$ cat src/inc/buck_setpoint_defines.svh
`ifndef BUCK_SETPOINT_DEFINES_SVH
`define BUCK_SETPOINT_DEFINES_SVH

`define BUCK2_SETPOINT_ADDR     8'h0F
`define BUCK3_SETPOINT_ADDR     8'h10
`define SETPOINT_EXT_BIT        7
`define SETPOINT_RSVD_BIT       6
`define SETPOINT_CODE_MSB       5
`define BUCK3_SETPOINT_RESET    8'h08
`define BUCK2_CODE_RESET_HIGH   6'h38
`define BUCK2_CODE_RESET_LOW    6'h08
`define UNMAPPED_READ_VALUE     8'h00
`define TARGET_BASE_LOW_MV      12'h384
`define TARGET_STEP_LOW_MV      12'h019
`define TARGET_BASE_MID_MV      12'h5DC
`define TARGET_STEP_MID_MV      12'h032
`define TARGET_TOP_MV           12'hCE4
`define CODE_MID_FIRST          6'h18
`define CODE_HIGH_FIRST         6'h30
`define CODE_TOP_FIRST          6'h38

`endif

$ cat src/inc/buck_setpoint_pkg.sv
`default_nettype none
package buck_setpoint_pkg;

  typedef struct packed {
    logic       wr;
    logic       rd;
    logic [7:0] addr;
    logic [7:0] wdata;
  } reg_req_t;

  typedef struct packed {
    logic        external;
    logic [11:0] target_mv;
  } buck_target_t;

endpackage
`default_nettype wire

$ cat src/core/buck_setpoint_registers.sv
`timescale 1ns/1ps
`default_nettype none
`include "buck_setpoint_defines.svh"

module buck_setpoint_registers
  import buck_setpoint_pkg::*;
#(
  parameter bit VARIANT_HIGH_RESET = 1'b0
) (
  input  wire logic         clk,
  input  wire logic         rst,
  input  wire reg_req_t     req,
  input  wire logic         unlock_ok,
  output var  logic [7:0]   rdata_q,
  output var  buck_target_t buck2_q,
  output var  buck_target_t buck3_q
);

  logic [7:0]   b2_reg_q, b2_reg_d, b3_reg_q, b3_reg_d;
  logic [7:0]   rdata_d;
  buck_target_t buck2_d, buck3_d;
  logic         hit2, hit3;

  function automatic logic [11:0] decode_mv(input logic [5:0] code);
    logic [11:0] mv;
    mv = `TARGET_TOP_MV;
    if (code < `CODE_MID_FIRST) begin
      mv = `TARGET_BASE_LOW_MV + 12'(code) * `TARGET_STEP_LOW_MV;
    end else if (code < `CODE_HIGH_FIRST) begin
      mv = `TARGET_BASE_MID_MV
         + 12'(code - `CODE_MID_FIRST) * `TARGET_STEP_MID_MV;
    end else if (code < `CODE_TOP_FIRST) begin
      unique case (code[2:0])
        3'h0: mv = 12'hA8C;
        3'h1: mv = 12'hABE;
        3'h2: mv = 12'hAF0;
        3'h3: mv = 12'hB22;
        3'h4: mv = 12'hB54;
        3'h5: mv = 12'hBB8;
        3'h6: mv = 12'hC1C;
        3'h7: mv = 12'hC80;
      endcase
    end
    return mv;
  endfunction

  // Address match for the two setpoint registers.
  always_comb begin
    hit2 = req.addr == `BUCK2_SETPOINT_ADDR;
    hit3 = req.addr == `BUCK3_SETPOINT_ADDR;
  end

  // A write lands only while the protection is open.
  always_comb begin
    b2_reg_d = b2_reg_q;
    b3_reg_d = b3_reg_q;
    if (req.wr && unlock_ok && hit2) begin
      b2_reg_d = req.wdata;
      b2_reg_d[`SETPOINT_RSVD_BIT] = 1'b0;
    end
    if (req.wr && unlock_ok && hit3) begin
      b3_reg_d = req.wdata;
      b3_reg_d[`SETPOINT_RSVD_BIT] = 1'b0;
    end
  end

  always_ff @(posedge clk) begin
    if (rst) begin
      b3_reg_q <= `BUCK3_SETPOINT_RESET;
      b2_reg_q <= {2'h0, VARIANT_HIGH_RESET ? `BUCK2_CODE_RESET_HIGH
                                            : `BUCK2_CODE_RESET_LOW};
    end else begin
      b2_reg_q <= b2_reg_d;
      b3_reg_q <= b3_reg_d;
    end
  end

  // Read data is captured on the read strobe and held until the next read.
  always_comb begin
    rdata_d = rdata_q;
    if (req.rd) begin
      rdata_d = hit2 ? b2_reg_q : hit3 ? b3_reg_q : `UNMAPPED_READ_VALUE;
    end
  end

  always_ff @(posedge clk) begin
    if (rst) begin
      rdata_q <= `UNMAPPED_READ_VALUE;
    end else begin
      rdata_q <= rdata_d;
    end
  end

  // Targets follow the stored registers one edge later, zero while external.
  always_comb begin
    buck2_d.external  = b2_reg_q[`SETPOINT_EXT_BIT];
    buck3_d.external  = b3_reg_q[`SETPOINT_EXT_BIT];
    buck2_d.target_mv = b2_reg_q[`SETPOINT_EXT_BIT] ? 12'h000
                      : decode_mv(b2_reg_q[`SETPOINT_CODE_MSB:0]);
    buck3_d.target_mv = b3_reg_q[`SETPOINT_EXT_BIT] ? 12'h000
                      : decode_mv(b3_reg_q[`SETPOINT_CODE_MSB:0]);
  end

  always_ff @(posedge clk) begin
    if (rst) begin
      buck2_q <= '0;
      buck3_q <= '0;
    end else begin
      buck2_q <= buck2_d;
      buck3_q <= buck3_d;
    end
  end
endmodule // buck_setpoint_registers
`default_nettype wire

$ cat config.mk
export PLATFORM = sky130hd
export DESIGN_NAME = buck_setpoint_registers
export DESIGN_NICKNAME = d
export VERILOG_FILES = /design/src/inc/buck_setpoint_pkg.sv /design/src/core/buck_setpoint_registers.sv
export VERILOG_INCLUDE_DIRS = /design/src /design/src/inc
export SDC_FILE = /design/constraint.sdc
export NUM_CORES = 1
export LEC_CHECK = 0
export BUFFER_PORTS_ARGS = -buffer_cell sky130_fd_sc_hd__buf_4
export CORE_MARGIN = 2
export CORE_UTILIZATION = 55
export CTS_CLUSTER_SIZE = 24
export DETAILED_ROUTE_END_ITERATION = 6
export PLACE_DENSITY = 0.75
export SLEW_MARGIN = 20
export SYNTH_ARGS = -nofsm -noshare
export SYNTH_HDL_FRONTEND = slang
export SYNTH_SLANG_ARGS = --single-unit
$ cat constraint.sdc
create_clock -name clk -period 8.1 [get_ports clk]
set_input_delay 0 -clock clk [delete_from_list [all_inputs] [get_ports clk]]
set_output_delay 0 -clock clk [all_outputs]
set_load 0.02 [all_outputs]
# Word level (Yosys, flattened, before mapping)
# Memories as Yosys holds them, arrays and structs flattened. A register that Yosys moved wholly into a read port is not among the register bits.
# Index checks and enable logic that the tools add are counted.
# classes
reduce_logical,5
muxes,12
n_addsub,6
magnitude_cmp,6
n_mul,4
eq_ne,2
# op_table
cell,count
12-bit two-way mux,6
"10-bit by 11-bit adder with 12-bit output, first input constant",2
"11-bit by 12-bit adder with 12-bit output, first input constant",2
"6-bit < comparator, second input constant",4
"12-bit by 5-bit multiplier with 11-bit output, second input constant",2
"6-bit by 5-bit multiplier with 11-bit output, second input constant",2
8-bit two-way mux,2
"6-bit by 5-bit subtractor with 7-bit output, second input constant",2
"6-bit by 5-bit < comparator with 1-bit output, second input constant",2
3-bit two-way mux,4
"8-bit by 4-bit equality test with 1-bit output, second input constant",1
"8-bit by 5-bit equality test with 1-bit output, second input constant",1
2-bit OR reduction,2
1-bit logical AND,3
# totals
mem_bits_ro,160
input_bits,21
mem_count,2
output_inout_bits,34
regBits,48
wordCells,44
# memory_table
name,depth,width,rd,rd_clocked_by_memory_dff,write_ports,line_no,rtl
(name not given),8,10,1,1,0,buck_setpoint_registers.sv:33,unique case (code[2:0])
(name not given),8,10,1,1,0,buck_setpoint_registers.sv:33,

# Longest topological paths before layout
# Gate-level depths: netlist of the first run.
# depth
ltp_word,5
mapped_depth,16

# Worst setup path before layout of the first run
# OpenSTA, ideal clock, no wires.
# synth_timing
path_kind,flip-flop to flip-flop
from,reg b3_reg_q[5]
to,reg buck3_q[11] (netlist name)
setup_slack_ns,4.235
required_ns,8.005
synth_period_minus_slack_ns,3.865
arrival_ns,3.770
setup_ns,0.095
path_stages_with_launch,15
cell_sequence,dfxtp_1 -> inv_1 -> ha_1 -> a21oi_1 -> inv_1 -> fa_1 -> fa_1 -> inv_1 -> ha_1 -> or3b_2 -> nand3_1 -> or3b_1 -> a21oi_1 -> xnor2_1 -> a221oi_1
# synth_between
elab_chain_cells,5
elab_cells_between_ends,9
classes_between,add/sub: 3; mul: 2; order compare: 2; mux: 2
# synth_lines
item,line_no,rtl
start: declaration,buck_setpoint_registers.sv:19,"logic [7:0] b2_reg_q, b2_reg_d, b3_reg_q, b3_reg_d;"
start signal: assignment,buck_setpoint_registers.sv:69,b3_reg_q <= `BUCK3_SETPOINT_RESET;
start signal: assignment,buck_setpoint_registers.sv:74,b3_reg_q <= b3_reg_d;
6-bit by 5-bit subtractor with 7-bit output (no line),--,
12-bit by 5-bit multiplier with 11-bit output (no line),--,
11-bit by 12-bit adder with 12-bit output (no line),--,
12-bit two-way mux,buck_setpoint_registers.sv:29,end else if (code < `CODE_HIGH_FIRST) begin
12-bit two-way mux (*),buck_setpoint_registers.sv:27,if (code < `CODE_MID_FIRST) begin
end signal: assignment,buck_setpoint_registers.sv:110,buck3_q <= buck3_d;
end: declaration,buck_setpoint_registers.sv:16,output var buck_target_t buck3_q
# Every way passes the cells marked *; elsewhere a longest branch is shown, timed or not.
# A chain may end at the register's enable or synchronous reset.

# Worst setup path in the final report of the first run
# Same ends and word-level chain as after synthesis.

==> summary.txt, run 1 <==
Status
  – Status: finished, final reports clean

Timing
  – Min Tclk post-route: around 4300 ps
  – Final setup violating endpoints: 0
  – Setup_tns: 0 ps
  – Final Hold Fails: 0
  – RSZ-0062 raised after global routing: no
  – Final Max Slew Viols: 0
  – Slew HR: 0.466
  – Slew @ Worst Pin: 801 ps
  – FMAX: 0.232 GHz
  – Clock skew: 9.75 ps
  – Period utilization: 0.532

Synth
  – Synth top area cells: dfxtp_1, ha_1, fa_1, inv_1, xnor2_1
  – Synthesized area: roughly 0.0053 sq mm
  – Yosys warnings: 0
  – Post-synth top area cell: dfxtp_1
  – Ys async rst share: 0
  – Mean Syn Cell Area: roughly 9 sq um
  – Synth Flop Type: dfxtp_1
  – #FFs+latches synth: 67
  – Sequential cell area fraction in the yosys report: 0.253
  – Commonest cells post-synth: ha_1, inv_1, dfxtp_1, nor2_1, a21oi_1
  – Post-synth EDFFs: 0
  – Yosys top cell area share: 0.253
  – Synth cell types: 58
  – Top-count cell post-synth: ha_1
  – Cells after Synth: 580
  – Post-synth net total: a little over 700

Global routing
  – Met2 Use GR: 0.400
  – Global-route met1 utilization: 0.297
  – Largest net degree at the start of global routing: 30
  – All-layer global routing usage: 0.234
  – M3 GR Usage: 0.0540
  – Grt total ovfl: 0
  – Initial antenna violation count: 0
  – Most used routing layer: met2
  – First-pass GRT wire length: around 19000 microns
  – Vias in the first global route: 4129

Worst setup path
  – CP Capture Point: buck3_q[11]
  – Critical Path Fanout Max: 8
  – Worst path required time: roughly 8400 ps
  – Worst Reg-to-Reg Cells: 14
  – Critical Path Source: b3_reg_q[5]
  – Worst setup SP type: register
  – Worst r2r src: b3_reg_q[5]
  – Setup crit end kind: register
  – WP data arrival: ~4600 ps
  – Flop-to-flop setup slack: around 3800 ps
  – R2r endpoint: buck3_q[11]
  – Setup CP Type: register to register

Layout
  – Layout area overhead: 14.1%
  – Area of the multi-input gates: between 0.003 and 0.004 sq mm
  – Fin cells: approximately 760
  – Fraction of layout cells with a size suffix above 1: 0.137
  – Antenna cells: 0
  – Flip-flop and latch area: approximately 0.0013 sq mm
  – Layout Nets: 767
  – Filler instances: approximately 790

Drt
  – Vias: 4162
  – DR DRC count: 0
  – Initial DRC Count: roughly 240
  – Pre-antenna DRT Iters: 5
  – Number of nets with antenna violations after routing: 0
  – Routed vias/inst: around 5.5
  – Routed Wire Length: ~11000 microns
  – Routed wire per std cell: ~15 microns

Floorplanning
  – IO Count: 55
  – Initial Util: 0.571
  – Die width: a little over 100 microns
  – Site Rows: 35
  – Full die area: roughly 0.010 sq mm
  – Core region area: between 0.009 and 0.01 sq mm
  – Die height: roughly 100 microns

CTS
  – Clk Tree Root Cell: clkbuf_8
  – CTS tree: built
  – CTS clock-pin slew for the worst setup and hold paths: roughly 80 ps
  – H-tree levels: 3
  – Clock sink count: between 60 and 70
  – Clock Latency Late Sink: around 350 ps
  – Total CTS buffers: 9
  – Clock Tree Buf Depth: 2

Place
  – Dpl cells: between 700 and 800
  – Port Buffers: 52
  – DP HPWL: just over 9000 microns
  – Routability Congestion: slightly below 0.9

Power and ir drop
  – Sw Ratio: 0.233
  – Clock share of power: 0.454
  – Pint: 0.527 mW
  – Psw: between 0.15 and 0.2 mW
  – Pwr dens: 114 mW/mm^2
  – Flop pwr share: 0.487
  – Comb pwr share: 0.059
  – Leakage power: between 3 and 4 nW
  – VDD IR max: ~73 uV

Flow run
  – Max_cap viols: 0

Hold path
  – Hold crit path type: primary input to register
-- per-stage QoR --
step	cell area, sq um	power [mW]	util	hold slack, ps	setup slack (ps)
2_1_floorplan	5300	0.363	-	137	4230
3_3_place_gp	5780	0.380	0.622	245	3890
3_5_place_dp	5780	0.381	0.622	252	3820
4_1_cts	6050	0.693	0.652	15.8	3770
5_1_grt	6050	0.711	0.652	35.7	3480
6_report	6050	0.688	0.652	40.7	3790
-- placed cells by master, fill, tap and decap left out, types with 4 or more instances in the layout --
cell,synthesis,layout
dfxtp_1,67,67
ha_1,100,100
or3_1,4,4
a22oi_1,11,11
xor2_1,12,12
o211ai_1,6,6
nor2_1,49,49
o21ai_0,17,17
a21o_1,5,5
buf_4,1,52
fa_1,17,17
inv_2,5,5
a211o_1,4,4
and3_1,4,4
clkbuf_8,0,9
mux2i_1,23,23
or2_1,5,5
a21oi_1,29,29
xnor2_1,28,28
nand3_1,7,7
nand2_1,22,22
dlygate4sd3_1,0,5
a211oi_1,21,21
inv_1,69,69
-- critical path: stages, from the launching register on --
cell      delay (ps)
dfxtp_1          550
inv_1            200
ha_1             240
a21oi_1          310
inv_1            230
fa_1             540
fa_1             520
inv_1             40
ha_1             340
or3b_2           220
nand3_1           50
or3b_1           430
a21oi_1          170
xnor2_1          100
a221oi_1         270
-- per-layer routing --
layer | wire (microns) | vias up
li1 | - | 2087
met5 | 0 | -
met4 | 162 | 0
met1 | 5200 | 1969
met2 | 5560 | 91
met3 | 461 | 15
-- worst min-delay path by stage --
stage | from | end | slack (ps) | depth (start not counted)
global route | rst | buck3_q[12] | 40 | 2
detailed placement | req[3] | b2_reg_q[3] | 250 | 3
finish | rst | b3_reg_q[4] | 40 | 2
floorplan | req[3] | b2_reg_q[3] | 140 | 2
global placement | req[3] | b2_reg_q[3] | 250 | 3
CTS | rst | b3_reg_q[4] | 20 | 2
-- final cells by class --
cell class                 count  share of cell area
inverter                      74              0.0459
tap                          129              0.0267
multi-input combinational    420               0.596
sequential                    67               0.222
timing repair buffer          57              0.0728
clock inverter                 7              0.0165
clock buffer                   9              0.0205
-- power by group through the flow --
stage	sequential [mW]	combinational, mW	clock (mW)
after floorplan	0.347	0.0154	0
after global placement	0.342	0.0375	0
after detailed placement	0.343	0.0383	0
after CTS	0.335	0.0404	0.317
after global routing	0.335	0.0436	0.333
final	0.335	0.0404	0.312
-- timing repair --
action / CTS / global route
setup buffers: 0 / 0
hold buffers: 5 / 0
gates resized for setup: 0 / 0
hold endpoints to repair: 14 / 0
-- kinds of logic (layout without fill, tap and decap cells) --
kind of cell | after synthesis | after routing | share of synthesized area
xor gates and xnor gates | 40 | 40 | 0.0661
buffers and inverters | 93 | 147 | 0.0672
and+or+nand+nor | 119 | 119 | 0.116
AOI/OAI and AO/OA | 118 | 118 | 0.149
muxes | 25 | 25 | 0.0484
adders and majority gates | 117 | 117 | 0.300
other | 1 | 1 | 0.000707
DFF | 67 | 67 | 0.253
Power figures use the tool's default switching activity.
==> inputs of run 2 (changes only) <==
==> constraint.sdc (replaced) <==
create_clock -name clk -period 4.46 [get_ports clk]
set_input_delay 0 -clock clk [delete_from_list [all_inputs] [get_ports clk]]
set_output_delay 0 -clock clk [all_outputs]
set_load 0.02 [all_outputs]
==> summary.txt, run 2 (synthesized netlist as in run 1, its figures left out) <==
Layout
  – Most common cell after layout, fill and taps aside: ha_1 (unchanged)
  – Fraction of layout cells with a size suffix above 1: 0.140 (was 0.137)
  – Layout area overhead: 14.2% (was 14.1%)
  – Antenna cells: 0 (unchanged)
  – Most frequent cells in the layout: ha_1, inv_1, dfxtp_1, buf_4, nor2_1 (unchanged)
  – Filler instances: 776 (was 792)
  – Layout Nets: 771 (was 767)
  – Area of the multi-input gates: 0.00360 sq mm (unchanged)
  – Flip-flop and latch area: 0.00134 sq mm (unchanged)

Floorplanning
  – IO Count: 55 (unchanged)
  – Die height: 102 microns (unchanged)
  – Die width: 102 microns (unchanged)
  – Initial Util: 0.571 (unchanged)
  – Full die area: 0.0104 sq mm (unchanged)
  – Core region area: 0.00928 sq mm (unchanged)
  – Site Rows: 35 (unchanged)

Timing
  – Final Max Slew Viols: 0 (unchanged)
  – Final Hold Fails: 0 (unchanged)
  – Setup_tns: 0 ps (unchanged)
  – Slew @ Worst Pin: 811 ps (was 801 ps)
  – Slew HR: 0.459 (was 0.466)
  – FMAX: 0.242 GHz (was 0.232 GHz)
  – Period utilization: 0.927 (was 0.532)
  – Final setup violating endpoints: 0 (unchanged)
  – Min Tclk post-route: 4130 ps (was 4310 ps)
  – Clock skew: 13.5 ps (was 9.75 ps)
  – RSZ-0062 raised after global routing: no (unchanged)

Drt
  – Routed wire per std cell: 15.5 microns (was 14.9 microns)
  – Routed Wire Length: 11900 microns (was 11400 microns)
  – DR DRC count: 0 (unchanged)
  – Pre-antenna DRT Iters: 4 (was 5)
  – Number of nets with antenna violations after routing: 0 (unchanged)
  – Initial DRC Count: 195 (was 238)
  – Routed vias/inst: 5.50 (was 5.45)
  – Vias: 4205 (was 4162)

CTS
  – Clock sink count: 67 (unchanged)
  – Clock Tree Buf Depth: 2 (unchanged)
  – CTS clock-pin slew for the worst setup and hold paths: 70 ps (was 80 ps)
  – Clk Tree Root Cell: clkbuf_8 (unchanged)
  – CTS resizes: 0 (unchanged)
  – Clock Latency Late Sink: 350 ps (about the same)
  – H-tree levels: 3 (unchanged)
  – CTS tree: built (unchanged)
  – Total CTS buffers: 9 (unchanged)

Power and ir drop
  – Pint: 0.936 mW (was 0.527 mW)
  – Power after layout: 1.21 mW (was 0.688 mW)
  – Pwr dens: 200 mW/mm^2 (was 114 mW/mm^2)
  – Sw Ratio: 0.226 (was 0.233)
  – VDD IR max: 182 uV (was 73.1 uV)
  – Psw: 0.273 mW (was 0.160 mW)
  – Flop pwr share: 0.503 (was 0.487)
  – Leakage power: 3.03 nW (was 3.02 nW)
  – Comb pwr share: 0.061 (was 0.059)
  – Clock share of power: 0.436 (was 0.454)

Status
  – Status: finished, final reports clean (unchanged)

Worst setup path
  – Flop-to-flop setup slack: 330 ps (was 3790 ps)
  – Worst Reg-to-Reg Cells: 16 (was 14)
  – Worst r2r src: b3_reg_q[4] (was b3_reg_q[5])
  – R2r endpoint: buck3_q[11] (unchanged)
  – Critical Path Source: b3_reg_q[4] (was b3_reg_q[5])
  – Worst path required time: 4710 ps (was 8350 ps)
  – WP data arrival: 4380 ps (was 4560 ps)
  – Critical Path Fanout Max: 9 (was 8)
  – CP Capture Point: buck3_q[11] (unchanged)
  – Setup CP Type: register to register (unchanged)
  – Worst setup SP type: register (unchanged)
  – Setup crit end kind: register (unchanged)

Place
  – Routability Congestion: 0.908 (was 0.872)
  – Port Buffers: 52 (unchanged)
  – DP HPWL: 9320 microns (was 9050 microns)

Global routing
  – Vias in the first global route: 4345 (was 4129)
  – Initial antenna violation count: 0 (unchanged)
  – Grt total ovfl: 0 (unchanged)
  – First-pass GRT wire length: 20400 microns (was 19000 microns)
  – All-layer global routing usage: 0.250 (was 0.234)
  – Largest net degree at the start of global routing: 30 (unchanged)

Flow run
  – Max_cap viols: 0 (unchanged)

Hold path
  – Hold crit path type: primary input to register (unchanged)
[run 2: power by group through the flow]
| stage | combinational, mW | clock [mW] | sequential (mW) |
|---|---|---|---|
| after floorplan | 0.0279 | 0 | 0.631 |
| after global placement | 0.0680 | 0 | 0.622 |
| after detailed placement | 0.0695 | 0 | 0.622 |
| after CTS | 0.0732 | 0.533 | 0.608 |
| after global routing | 0.0792 | 0.565 | 0.609 |
| final | 0.0735 | 0.528 | 0.608 |
[run 2: layout make-up]
cell class,instances,area share
inverters,74,0.0459
repair buffers,61,0.0777
clock inverters,2,0.00579
clock buffers,12,0.0273
well taps,129,0.0267
multi-input cells,420,0.595
flip-flops and latches,67,0.221
[run 2: per-stage QoR]
step | worst slack, ps | std cells | instance area (sq um) | utilization | hold WS (ps)
final | 327 | 765 | 6060 | 0.652 | 38.4
after global routing | 94.6 | 765 | 6060 | 0.652 | 36.4
after CTS | 327 | 765 | 6060 | 0.652 | 22.2
after detailed placement | 342 | 746 | 5810 | 0.625 | 243
after global placement | 524 | 746 | 5810 | 0.625 | 239
after floorplan | 595 | 580 | 5300 | - | 137
[run 2: worst min path at each step]
stage	from	to	cells after the start
6_report	rst	b2_reg_q[7]	2
5_1_grt	rst	b2_reg_q[7]	2
4_1_cts	rst	b2_reg_q[7]	2
3_5_place_dp	req[3]	b2_reg_q[3]	3
3_3_place_gp	req[3]	b2_reg_q[3]	3
2_1_floorplan	req[3]	b2_reg_q[3]	2
[run 2: timing repair]
action                     CTS  global route
buffers inserted             0             0
setup endpoints to repair    0             0
hold endpoints to repair    14             0
hold buffers                 5             0
[run 2: metal layers]
metal / wire [microns] / share of wire / global-route usage / up-vias
li1: - / - / - / 2097
met1: 5480 / 0.46 / 0.329 / 1989
met2: 5690 / 0.48 / 0.417 / 94
met3: 410 / 0.035 / 0.0404 / 25
met4: 299 / 0.025 / 0.0882 / 0
met5: 0 / 0 / 0 / -
[run 2: critical path: stages (launching register included)]
cell and delay (ps):
dfxtp_1 530, ha_1 210, inv_1 40, ha_1 300
inv_1 70, ha_1 200, inv_1 60, fa_1 440
fa_1 530, inv_1 50, ha_1 350, or3b_2 210
nand3_1 70, or3b_1 450, a21oi_1 170, xnor2_1 100
a221oi_1 260
